File: src/shared/pdmc_pkg.sv
// Package with constants and types for the power-down mode controller.
package pdmc_pkg;

  // ==========================================================================
  // Register map
  localparam logic [15:0] STANDBY_CONTROL_ADDR = 16'hFF1A;
  localparam logic [7:0] STANDBY_CONTROL_RESET = 8'h7F;
  localparam int STANDBY_SELECT_POS = 7;
  localparam logic [6:0] RESERVED_ONES = 7'h7F;
  localparam logic [15:0] MODE_STATUS_ADDR = 16'hFF1B;

  // ==========================================================================
  // Timing
  localparam int CLK_PERIOD_NS = 10;
  localparam int DEFAULT_SETTLE_NS = 1000;
  localparam int DEFAULT_SETTLE_CYCLES = (DEFAULT_SETTLE_NS + CLK_PERIOD_NS - 1) / CLK_PERIOD_NS;
  localparam int WDT_DIV_BITS = 16;

  // ==========================================================================
  // Modes
  typedef enum logic [5:0] {
    PDMC_RUN = 6'b00_0001,
    PDMC_SLEEP = 6'b00_0010,
    PDMC_SOFT_STANDBY_PIN_N = 6'b00_0100,
    PDMC_NMI_SETTLE = 6'b00_1000,
    PDMC_HARD_STANDBY_PIN_N = 6'b01_0000,
    PDMC_RESET = 6'b10_0000
  } pdmc_mode_e;

  typedef struct packed {
    logic [15:0] addr;
    logic [7:0] wdata;
    logic wr;
    logic rd;
  } pdmc_bus_s;

  typedef struct packed {
    logic cpuHalt;
    logic cpuRegsLost;
    logic clkGateAll;
    logic clkWdtOnly;
    logic periphReset;
    logic portsHold;
    logic portsHighZ;
    logic chipReset;
  } pdmc_ctrl_s;

endpackage

File: src/pdmc_edge_sync.sv
// Two-stage synchroniser with a low-level detector for a pin.
`timescale 1ns/100ps
module pdmc_edge_sync
  import pdmc_pkg::*;
(
  input wire logic core_clk,
  input wire logic rst_b,
  input wire logic pinIn,
  output logic pinLevel,
  output logic pinLow
);
  logic stage1Reg;
  logic stage2Reg;

  // ==========================================================================
  // Synchroniser
  // Pins reset to high so that a pulled-up pin reads as inactive.
  always_ff @(posedge core_clk)
  begin
    if (!rst_b)
    begin
      stage1Reg <= 1'b1;
      stage2Reg <= 1'b1;
    end
    else
    begin
      stage1Reg <= pinIn;
      stage2Reg <= stage1Reg;
    end
  end

  assign pinLevel = stage2Reg;
  assign pinLow = ~stage2Reg;
endmodule

File: src/pdmc_settle_timer.sv
// Oscillator settling counter on core_clk that advances only while run is high, like the watchdog.
`timescale 1ns/100ps
module pdmc_settle_timer
  import pdmc_pkg::*;
#(
  parameter int CNT_W = 20
)
(
  input wire logic core_clk,
  input wire logic rst_b,
  input wire logic start,
  input wire logic run,
  input wire logic [CNT_W-1:0] limit,
  output logic overflow
);
  logic [CNT_W-1:0] countReg;

  // ==========================================================================
  // Counter
  always_ff @(posedge core_clk)
  begin
    if (!rst_b || start)
    begin
      countReg <= '0;
      overflow <= 1'b0;
    end
    else if (run && !overflow)
    begin
      countReg <= countReg + 1'b1;
      overflow <= (countReg + 1'b1) >= limit;
    end
  end
endmodule

File: src/power_down_mode_control.sv
// Power-down mode controller: sleep, software standby and hardware standby.
// How it works
// RULE_01: Sleep instruction with select bit clear enters sleep; CPU halts, registers kept.
// RULE_02: Sleep instruction with select bit set enters software standby instead.
// RULE_03: In sleep the clock and peripherals run; RAM and ports are held.
// RULE_04: An accepted interrupt ends sleep and starts handling or a transfer.
// RULE_05: Disabled interrupts or those at or below the mask level do not wake.
// RULE_06: Reset pin low during sleep moves the chip into reset.
// RULE_07: Standby pin low during sleep moves directly to hardware standby.
// RULE_08: Software standby halts clock, CPU, peripherals; resets peripherals; keeps state.
// RULE_09: Standby pin low gives hardware standby: clock halts, registers lost, ports float.
// RULE_10: Standby control register is 8 bits at FF1A, resetting to 7F.
// RULE_11: Standby select bit is bit 7, read/write, resets to zero.
// RULE_12: Setting the select bit is ignored while the watchdog is enabled.
// RULE_13: Select bit clears on NMI or reset exit and on hardware standby.
// RULE_14: Bits 6 to 0 are reserved, read-only, always read as one.
// RULE_15: NMI exit clocks only the watchdog until its settling overflow.
// RULE_16: Reset exit clocks the chip at once; sequence starts when reset rises.
// RULE_17: Hardware standby exit needs standby pin high, then reset rising.
// RULE_18: Writes to reserved bits have no effect.
//
// The address-and-strobe port was decided locally.
`timescale 1ns/100ps
module power_down_mode_control
  import pdmc_pkg::*;
#(
  parameter int SETTLE_W = 20
)
(
  input wire logic core_clk,
  input wire logic rst_b,
  input wire logic [15:0] busAddr,
  input wire logic [7:0] busWdata,
  input wire logic busWr,
  input wire logic busRd,
  output logic [7:0] busRdata,
  input wire logic sleepExec,
  input wire logic irqPending,
  input wire logic irqEnabled,
  input wire logic [2:0] irqLevel,
  input wire logic [2:0] statusMaskLevel,
  input wire logic irqIsTransfer,
  input wire logic nmiEvent,
  input wire logic watchdogTimerEnable,
  input wire logic [SETTLE_W-1:0] watchdogSettleCycles,
  input wire logic reset_pin_n,
  input wire logic standby_pin_n,
  output logic cpuHalt,
  output logic cpuRegsLost,
  output logic clkGateAll,
  output logic clkWdtOnly,
  output logic periphReset,
  output logic portsHold,
  output logic portsHighZ,
  output logic chipReset,
  output logic wakeIrq,
  output logic wakeTransfer,
  output logic wakeNmi,
  output logic [5:0] modeOut
);
  pdmc_mode_e modeReg;
  pdmc_mode_e modeNext;
  pdmc_bus_s bus;
  pdmc_ctrl_s ctrlNext;
  logic standbySelectReg;
  logic resetLow;
  logic standbyLow;
  logic settleStart;
  logic settleDone;
  logic irqAccept;
  logic leaveSoftByExit;

  assign bus = '{addr: busAddr, wdata: busWdata, wr: busWr, rd: busRd};

  // ==========================================================================
  // Pin synchronisers
  pdmc_edge_sync u_reset_sync (
    .core_clk(core_clk),
    .rst_b(rst_b),
    .pinIn(reset_pin_n),
    .pinLevel(),
    .pinLow(resetLow)
  );

  pdmc_edge_sync u_standby_sync (
    .core_clk(core_clk),
    .rst_b(rst_b),
    .pinIn(standby_pin_n),
    .pinLevel(),
    .pinLow(standbyLow)
  );

  // ==========================================================================
  // Watchdog settling count for NMI recovery
  // The count advances only in the settle mode, where only the watchdog is clocked.
  assign settleStart = (modeReg == PDMC_SOFT_STANDBY_PIN_N) && nmiEvent;
  pdmc_settle_timer #(
    .CNT_W(SETTLE_W)
  ) u_settle (
    .core_clk(core_clk),
    .rst_b(rst_b),
    .start(settleStart),
    .run(modeReg == PDMC_NMI_SETTLE), // [RULE_15]
    .limit(watchdogSettleCycles),
    .overflow(settleDone)
  );

  // ==========================================================================
  // Interrupt acceptance
  // Priority must be strictly above the mask level to wake the core.
  assign irqAccept = irqPending && irqEnabled && (irqLevel > statusMaskLevel); // [RULE_05]

  // ==========================================================================
  // Mode sequencing
  // Hardware standby wins over every other source, reset wins next.
  always_comb
  begin
    modeNext = modeReg;
    case (modeReg)
      PDMC_RUN:
      begin
        if (standbyLow)
          modeNext = PDMC_HARD_STANDBY_PIN_N;
        else if (resetLow)
          modeNext = PDMC_RESET;
        else if (sleepExec && standbySelectReg)
          modeNext = PDMC_SOFT_STANDBY_PIN_N; // [RULE_02]
        else if (sleepExec)
          modeNext = PDMC_SLEEP; // [RULE_01]
      end
      PDMC_SLEEP:
      begin
        if (standbyLow)
          modeNext = PDMC_HARD_STANDBY_PIN_N; // [RULE_07]
        else if (resetLow)
          modeNext = PDMC_RESET; // [RULE_06]
        else if (irqAccept)
          modeNext = PDMC_RUN; // [RULE_04]
      end
      PDMC_SOFT_STANDBY_PIN_N:
      begin
        if (standbyLow)
          modeNext = PDMC_HARD_STANDBY_PIN_N;
        else if (resetLow)
          modeNext = PDMC_RESET; // [RULE_16]
        else if (nmiEvent)
          modeNext = PDMC_NMI_SETTLE; // [RULE_15]
      end
      PDMC_NMI_SETTLE:
      begin
        if (standbyLow)
          modeNext = PDMC_HARD_STANDBY_PIN_N;
        else if (resetLow)
          modeNext = PDMC_RESET;
        else if (settleDone)
          modeNext = PDMC_RUN; // [RULE_15]
      end
      PDMC_HARD_STANDBY_PIN_N:
      begin
        // Leaving needs the standby pin high; the reset pin then holds the chip.
        if (!standbyLow)
          modeNext = PDMC_RESET; // [RULE_17]
      end
      PDMC_RESET:
      begin
        if (standbyLow)
          modeNext = PDMC_HARD_STANDBY_PIN_N;
        else if (!resetLow)
          modeNext = PDMC_RUN; // [RULE_16] [RULE_17]
      end
      default:
        modeNext = PDMC_RESET;
    endcase
  end

  always_ff @(posedge core_clk)
  begin
    if (!rst_b)
      modeReg <= PDMC_RESET;
    else
      modeReg <= modeNext;
  end

  // ==========================================================================
  // Standby control register
  assign leaveSoftByExit = (modeReg == PDMC_SOFT_STANDBY_PIN_N || modeReg == PDMC_NMI_SETTLE)
    && (modeNext == PDMC_RUN || modeNext == PDMC_RESET);

  always_ff @(posedge core_clk)
  begin
    if (!rst_b)
      standbySelectReg <= STANDBY_CONTROL_RESET[STANDBY_SELECT_POS]; // [RULE_10] [RULE_11]
    else if (modeNext == PDMC_HARD_STANDBY_PIN_N || leaveSoftByExit)
      standbySelectReg <= 1'b0; // [RULE_13]
    else if (bus.wr && bus.addr == STANDBY_CONTROL_ADDR)
    begin
      // A write of one is dropped while the watchdog runs; a write of zero always lands.
      if (!(bus.wdata[STANDBY_SELECT_POS] && watchdogTimerEnable)) // [RULE_12]
        standbySelectReg <= bus.wdata[STANDBY_SELECT_POS]; // [RULE_11] [RULE_18]
    end
  end

  // Unmapped addresses read as zero; the mode status register shows the state.
  always_ff @(posedge core_clk)
  begin
    if (!rst_b)
      busRdata <= 8'h00;
    else if (bus.rd && bus.addr == STANDBY_CONTROL_ADDR)
      busRdata <= {standbySelectReg, RESERVED_ONES}; // [RULE_14]
    else if (bus.rd && bus.addr == MODE_STATUS_ADDR)
      busRdata <= {2'b00, modeReg};
    else
      busRdata <= 8'h00;
  end

  // ==========================================================================
  // Control outputs
  always_comb
  begin
    ctrlNext = '0;
    case (modeNext)
      PDMC_RUN:
        ctrlNext = '0;
      PDMC_SLEEP:
      begin
        ctrlNext.cpuHalt = 1'b1; // [RULE_01]
        ctrlNext.portsHold = 1'b1; // [RULE_03]
      end
      PDMC_SOFT_STANDBY_PIN_N:
      begin
        ctrlNext.cpuHalt = 1'b1;
        ctrlNext.clkGateAll = 1'b1; // [RULE_08]
        ctrlNext.periphReset = 1'b1; // [RULE_08]
        ctrlNext.portsHold = 1'b1;
      end
      PDMC_NMI_SETTLE:
      begin
        ctrlNext.cpuHalt = 1'b1;
        ctrlNext.clkGateAll = 1'b1;
        ctrlNext.clkWdtOnly = 1'b1; // [RULE_15]
        ctrlNext.periphReset = 1'b1;
        ctrlNext.portsHold = 1'b1;
      end
      PDMC_HARD_STANDBY_PIN_N:
      begin
        ctrlNext.cpuHalt = 1'b1;
        ctrlNext.cpuRegsLost = 1'b1; // [RULE_09]
        ctrlNext.clkGateAll = 1'b1; // [RULE_09]
        ctrlNext.periphReset = 1'b1;
        ctrlNext.portsHighZ = 1'b1; // [RULE_09]
      end
      PDMC_RESET:
      begin
        // The clock runs to the whole chip while the reset pin is held.
        ctrlNext.cpuHalt = 1'b1;
        ctrlNext.chipReset = 1'b1; // [RULE_16]
      end
      default:
        ctrlNext.chipReset = 1'b1;
    endcase
  end

  always_ff @(posedge core_clk)
  begin
    if (!rst_b)
    begin
      {cpuHalt, cpuRegsLost, clkGateAll, clkWdtOnly} <= 4'b1000;
      {periphReset, portsHold, portsHighZ, chipReset} <= 4'b0001;
      modeOut <= PDMC_RESET;
    end
    else
    begin
      {cpuHalt, cpuRegsLost, clkGateAll, clkWdtOnly} <= ctrlNext[7:4];
      {periphReset, portsHold, portsHighZ, chipReset} <= ctrlNext[3:0];
      modeOut <= modeNext;
    end
  end

  // Wake pulses tell the core which handler to start.
  always_ff @(posedge core_clk)
  begin
    if (!rst_b)
    begin
      wakeIrq <= 1'b0;
      wakeTransfer <= 1'b0;
      wakeNmi <= 1'b0;
    end
    else
    begin
      wakeIrq <= (modeReg == PDMC_SLEEP) && (modeNext == PDMC_RUN) && !irqIsTransfer; // [RULE_04]
      wakeTransfer <= (modeReg == PDMC_SLEEP) && (modeNext == PDMC_RUN) && irqIsTransfer;
      wakeNmi <= (modeReg == PDMC_NMI_SETTLE) && (modeNext == PDMC_RUN); // [RULE_15]
    end
  end
endmodule

File: config.mk
export PLATFORM = sky130hd
export DESIGN_NAME = power_down_mode_control
export DESIGN_NICKNAME = d
export VERILOG_FILES = /design/src/shared/pdmc_pkg.sv /design/src/pdmc_edge_sync.sv /design/src/pdmc_settle_timer.sv /design/src/power_down_mode_control.sv
export SDC_FILE = /design/constraint.sdc
export NUM_CORES = 1
export LEC_CHECK = 0
export BUFFER_PORTS_ARGS = -buffer_cell sky130_fd_sc_hd__buf_2
export CAP_MARGIN = 5
export CELL_PAD_IN_SITES_DETAIL_PLACEMENT = 2
export CELL_PAD_IN_SITES_GLOBAL_PLACEMENT = 2
export CORE_AREA = 3 3 101 103
export CTS_BUF_LIST = sky130_fd_sc_hd__clkbuf_8
export CTS_CLUSTER_DIAMETER = 200
export DETAILED_ROUTE_END_ITERATION = 12
export DIE_AREA = 0 0 104 106
export PLACE_DENSITY_LB_ADDON = 0.1
export SLEW_MARGIN = 20
export SYNTH_ARGS = -nofsm -noshare
export SYNTH_HDL_FRONTEND = slang
export SYNTH_SLANG_ARGS = --single-unit
File: constraint.sdc
create_clock -name core_clk -period 2.92 [get_ports core_clk]
set_input_delay 0.438 -clock core_clk [delete_from_list [all_inputs] [get_ports core_clk]]
set_output_delay 0.438 -clock core_clk [all_outputs]
set_load 0.005 [all_outputs]
; Word level (Yosys, flattened, before mapping)
; Cells that the tools add are included.
[totals]
n_memories = 0
latch_bits = 0
input_bits = 62
output_inout_bits = 25
rom_bits = 0
elab_cells = 89
reg_bits = 49
mem_bits_rw = 0
[classes]
div_mod_pow = 0
mul = 0
bitwise_logic = 2
n_eq_ne = 14
order_cmp = 2
reduce_logical = 27
addsub = 1
n_shift = 0
mux = 25
[op_table]
columns = op, count
row1 = 6-bit 2-to-1 mux, 17
row2 = 6-bit case mux with 6 select lines, 1
row3 = 16-bit equality test (second input constant), 2
row4 = 20-bit by 1-bit adder with 20-bit output (second input constant), 1
row5 = 20-bit greater-or-equal comparator, 1
row6 = 1-bit logical AND, 14
row7 = 6-bit by 1-bit equality test with 1-bit output (second input constant), 2
row8 = 6-bit by 2-bit equality test with 1-bit output (second input constant), 2
row9 = 6-bit by 3-bit equality test with 1-bit output (second input constant), 2
row10 = 6-bit by 4-bit equality test with 1-bit output (second input constant), 2
row11 = 6-bit by 5-bit equality test with 1-bit output (second input constant), 2
row12 = 6-bit equality test (second input constant), 2
row13 = 5-bit OR reduction, 2
row14 = 8-bit 2-to-1 mux, 1
row15 = 1-bit 2-to-1 mux, 6
row16 = 3-bit OR reduction, 2
row17 = 1-bit logical OR, 4
row18 = 3-bit greater-than comparator, 1
row19 = 1-bit logical NOT, 3
row20 = 1-bit inverter, 2
row21 = 2-bit AND reduction, 1
row22 = 2-bit OR reduction, 1

; Logic depth before layout (Yosys ltp)
[depth]
ltp_word = 11
mapped_depth = 12
mapped_depth_nobuf = 12

; Hierarchy
; Synthesis repeated with hierarchy kept, for this count alone.
[unflattened]
hier_cells = 363
hier_area_um2 = 3024.2
[by_module_without_submodules]
columns = module, n_inst, seq_area_each_um2, area_each_um2, cells_each
row1 = pdmc_settle_timer, 1, 420.4, 1712.9, 217
row2 = power_down_mode_control, 1, 480.5, 1198.6, 136
row3 = pdmc_edge_sync, 2, 40.0, 56.3, 5

; Worst setup path before layout
; No wires, ideal clock.
[synth_path]
path_kind = register to register
from = register u_settle.countReg[0]
to = register u_settle.overflow
path_buffers = 0
setup_ns = 0.145
t_required_ns = 2.775
path_slack_ns = 0.264
t_arrival_ns = 2.511
path_stages_with_launch = 13
synth_period_minus_slack_ns = 2.656
cell_sequence = dfxtp_1 > nand3_1 > nor4_4 > nand3_1 > nor2_1 > xor2_1 > ha_1 > a21o_1 > a21o_1 > a21oi_1 > nor2_1 > a2111oi_0 > a221oi_1
[synth_between]
elab_chain_cells = 2
[synth_lines]
columns = item, line
row1 = start: declaration, pdmc_settle_timer.sv:16  ; logic [CNT_W-1:0] countReg;
row2 = start signal: assignment, pdmc_settle_timer.sv:29  ; countReg <= countReg + 1'b1;
row3 = 20-bit by 1-bit adder with 20-bit output, pdmc_settle_timer.sv:30  ; overflow <= (countReg + 1'b1) >= limit;
row4 = 20-bit greater-or-equal comparator, pdmc_settle_timer.sv:30
row5 = end signal: assignment, pdmc_settle_timer.sv:30
row6 = end: declaration, pdmc_settle_timer.sv:14  ; output logic overflow
; No other way between the ends.
; A chain may end at the register's enable or synchronous reset.

; Final worst setup path
[layout_path]
from = register u_settle.countReg[1]
to = register u_settle.overflow
; The elaborated chain is that of the path after synthesis.

==> metrics.yaml <==
clock.fmax_mhz: 368
die_w_um: 104
worstSkewPairLatency_ps: 310
rsz0062_at_grt: "no"
synth.distinct_cells: 46
nets: 528
cp_slowest_cell: "dfxtp_2"
holdPathStages: 2
r2r_start: "u_settle.countReg[1]"
startpoint: "u_settle.countReg[1]"
area_growth_pct: 31.1
seq_area_frac_synth: 0.351
synthTopCellsByArea: "dfxtp_1, ha_1, xor2_1, nor2_1, xnor2_1"
top_regs: "u_settle.countReg x20, busRdata x8, modeOut x6"
worstHoldPathType: "in -> reg"
grt-ovfl-total: 0
std_cell_rows: 35
synth_top_area_cell: "dfxtp_1"
criticalPathCategory: "reg -> reg"
synth_edf_count: 0
grt_usage: 0.157
slew_viol_final: 0
hold_start: "standby_pin_n"
place.gp.congestion: 0.804
io_buffer_count: 79
drv_cap: 0
grt_pass1_wl_um: 14400
hold_buffers: 0
critPathCaptureType: "flop"
worstPathCellList: "buf_4, ha_4, nand3_4, nor4_4, and3_4, nand3_1, xnor2_1, ha_1, a21o_1, a21oi_2, nor2_1, a2111oi_2, buf_4, a221oi_1"
grt_pass1_vias: 3013
yosys_register_bits: 49
synth_flop_cell: "dfxtp_1"
cts_root_buf: "clkbuf_8"
post-route-period-util: 0.930
preCtsSetupSlack_ps: -38.4
slew_headroom: 0.466
largest_reg_flops: 20
die_area_um2: 11000
p_per_area_nw_per_um2: 340
crit_path_max_fanout: 4
netlist_area_um2: 2800
antenna_left: 0
synth_cells: 337
cell_internal_pwr_uw: 918
skew_ps: 13.2
wire_per_inst_um: 14.7
dr.pass1.iters: 4
vias: 2740
htree_levels: 2
ios: 87
final_cells: 572
synth_top_area_share: 0.351
critPathRequiredTime_ps: 3070
status: "finished, final reports clean"
setup-violations-final: 0
reg2reg_depth: 14
tritoncts: "yes"
synth_nets: 423
cts_buffers: 5
antenna_found_initial: 0
die_h_um: 106
synthArstFlopShare: 0
grt_max_degree: 22
syn_area_per_cell_um2: 8.30
hold_viol_final: 0
comb_power_share: 0.118
clockBufferDepth: 2
crit_top_cell: "buf_4"
drt-total-wl_um: 8380
drc: 0
coreArea_um2: 9280
arrival_ps: 2860
max_stage_delay_ps: 340
cts.sink_count: 49
regMostFlops: "u_settle.countReg"
seq_power_share: 0.554
finalPower_mw: 1.25
clkTransAtPathRegs_ps: 100
final_core_util: 0.395
pwr-share-clk: 0.328
via_per_inst: 4.79
yosysWarnings: 0
place_inst: 562
tightestPinTransition_ps: 799
cp-start-kind: "flop"
min_period_ps: 2710
dp_hpwl_um: 6970
num_antenna_cells: 0
drive_gt1_frac: 0.309
fin_ws_ps: 205
p_sw_frac: 0.265
leakage_nw: 1.81
drt_iter0_markers: 54
ir_drop_mv: 0.220
initial_core_util: 0.301
power.switching_uw: 330
==> cell type report <==
cell class              instances  area, um^2
inverters                      32         120
clock inverters                 3        22.5
flip-flops and latches         49         986
well taps                     129         161
clock buffers                   5        68.8
fillers                      1140        5620
repair buffers                108         613
multi-input cells             246        1700
==> final timing paths <==
check | slack (ps) | to
max reg2reg | 210 | u_settle.overflow
min reg2reg | 420 | u_standby_sync.pinLevel
max | 210 | u_settle.overflow
min | 300 | u_standby_sync.stage1Reg
==> stage by stage <==
stage          cell area (um^2)  hold WS, ps  setup TNS [ps]
3_3_place_gp               3510          389               0
4_1_cts                    3620          296               0
5_1_grt                    3670          300               0
2_1_floorplan              2800          386               0
3_5_place_dp               3510          400           -38.4
6_report                   3670          305               0
==> synth_stat cells (all sizes together), types with 4 or more instances <==
master	n
nand2	32
a21oi	19
xnor2	17
clkbuf	6
nor4	5
o21ai	8
nand2b	5
and3	4
nand3	18
ha	24
xor2	19
dfxtp	49
inv	32
nand4	7
nor3	8
buf	4
a21o	6
nor2	43
==> power by group through the flow <==
| stage | Clock, mW | Sequential (mW) | Combinational [mW] |
|---|---|---|---|
| 3_3_place_gp | 0 | 0.707 | 0.140 |
| 2_1_floorplan | 0 | 0.705 | 0.0782 |
| 6_report | 0.409 | 0.691 | 0.148 |
| 3_5_place_dp | 0 | 0.707 | 0.149 |
| 5_1_grt | 0.463 | 0.693 | 0.171 |
| 4_1_cts | 0.428 | 0.691 | 0.150 |
==> what timing repair did <==
item / 4_1_cts / 5_1_grt
endpoints found under the setup margin: 1 / 1
gates resized for setup: 6 / 8
buffers inserted: 0 / 2
pin swaps: 3 / 7
==> worst max-delay path: cells and delay by family (launching register included) <==
| kind | cells | cell delay [ps] |
|---|---|---|
| AO/OA/AOI/OAI | 4 | 570 |
| buffers and inverters | 2 | 290 |
| XOR/XNOR | 1 | 140 |
| adder cells (fa/ha/maj) | 2 | 430 |
| flip-flops | 1 | 340 |
| AND/OR/NAND/NOR | 5 | 800 |
==> layer usage <==
| layer | GRT usage | share of wire |
|---|---|---|
| met4 | 0.0361 | 0.012 |
| met3 | 0.0316 | 0.039 |
| met1 | 0.185 | 0.43 |
| met2 | 0.293 | 0.52 |
| met5 | 0 | 0 |
==> cell families after synthesis <==
logic type,synth area share
AO/OA/AOI/OAI,0.114
XOR/XNOR,0.113
adder cells (fa/ha/maj),0.107
buffers and inverters,0.0599
flip-flops,0.351
AND/OR/NAND/NOR,0.255
==> layout by cell type (no fill, tap or decap), drive strengths merged, types with 7 or more instances in the layout <==
cell type and count:
xnor2 17, nand3 18, nor2 43, inv 32, nor3 8, buf 108, dfxtp 49, ha 24
nand4 7, a21oi 19, o21ai 8, nand2 32, xor2 19
(Power assumes the default switching activity.)
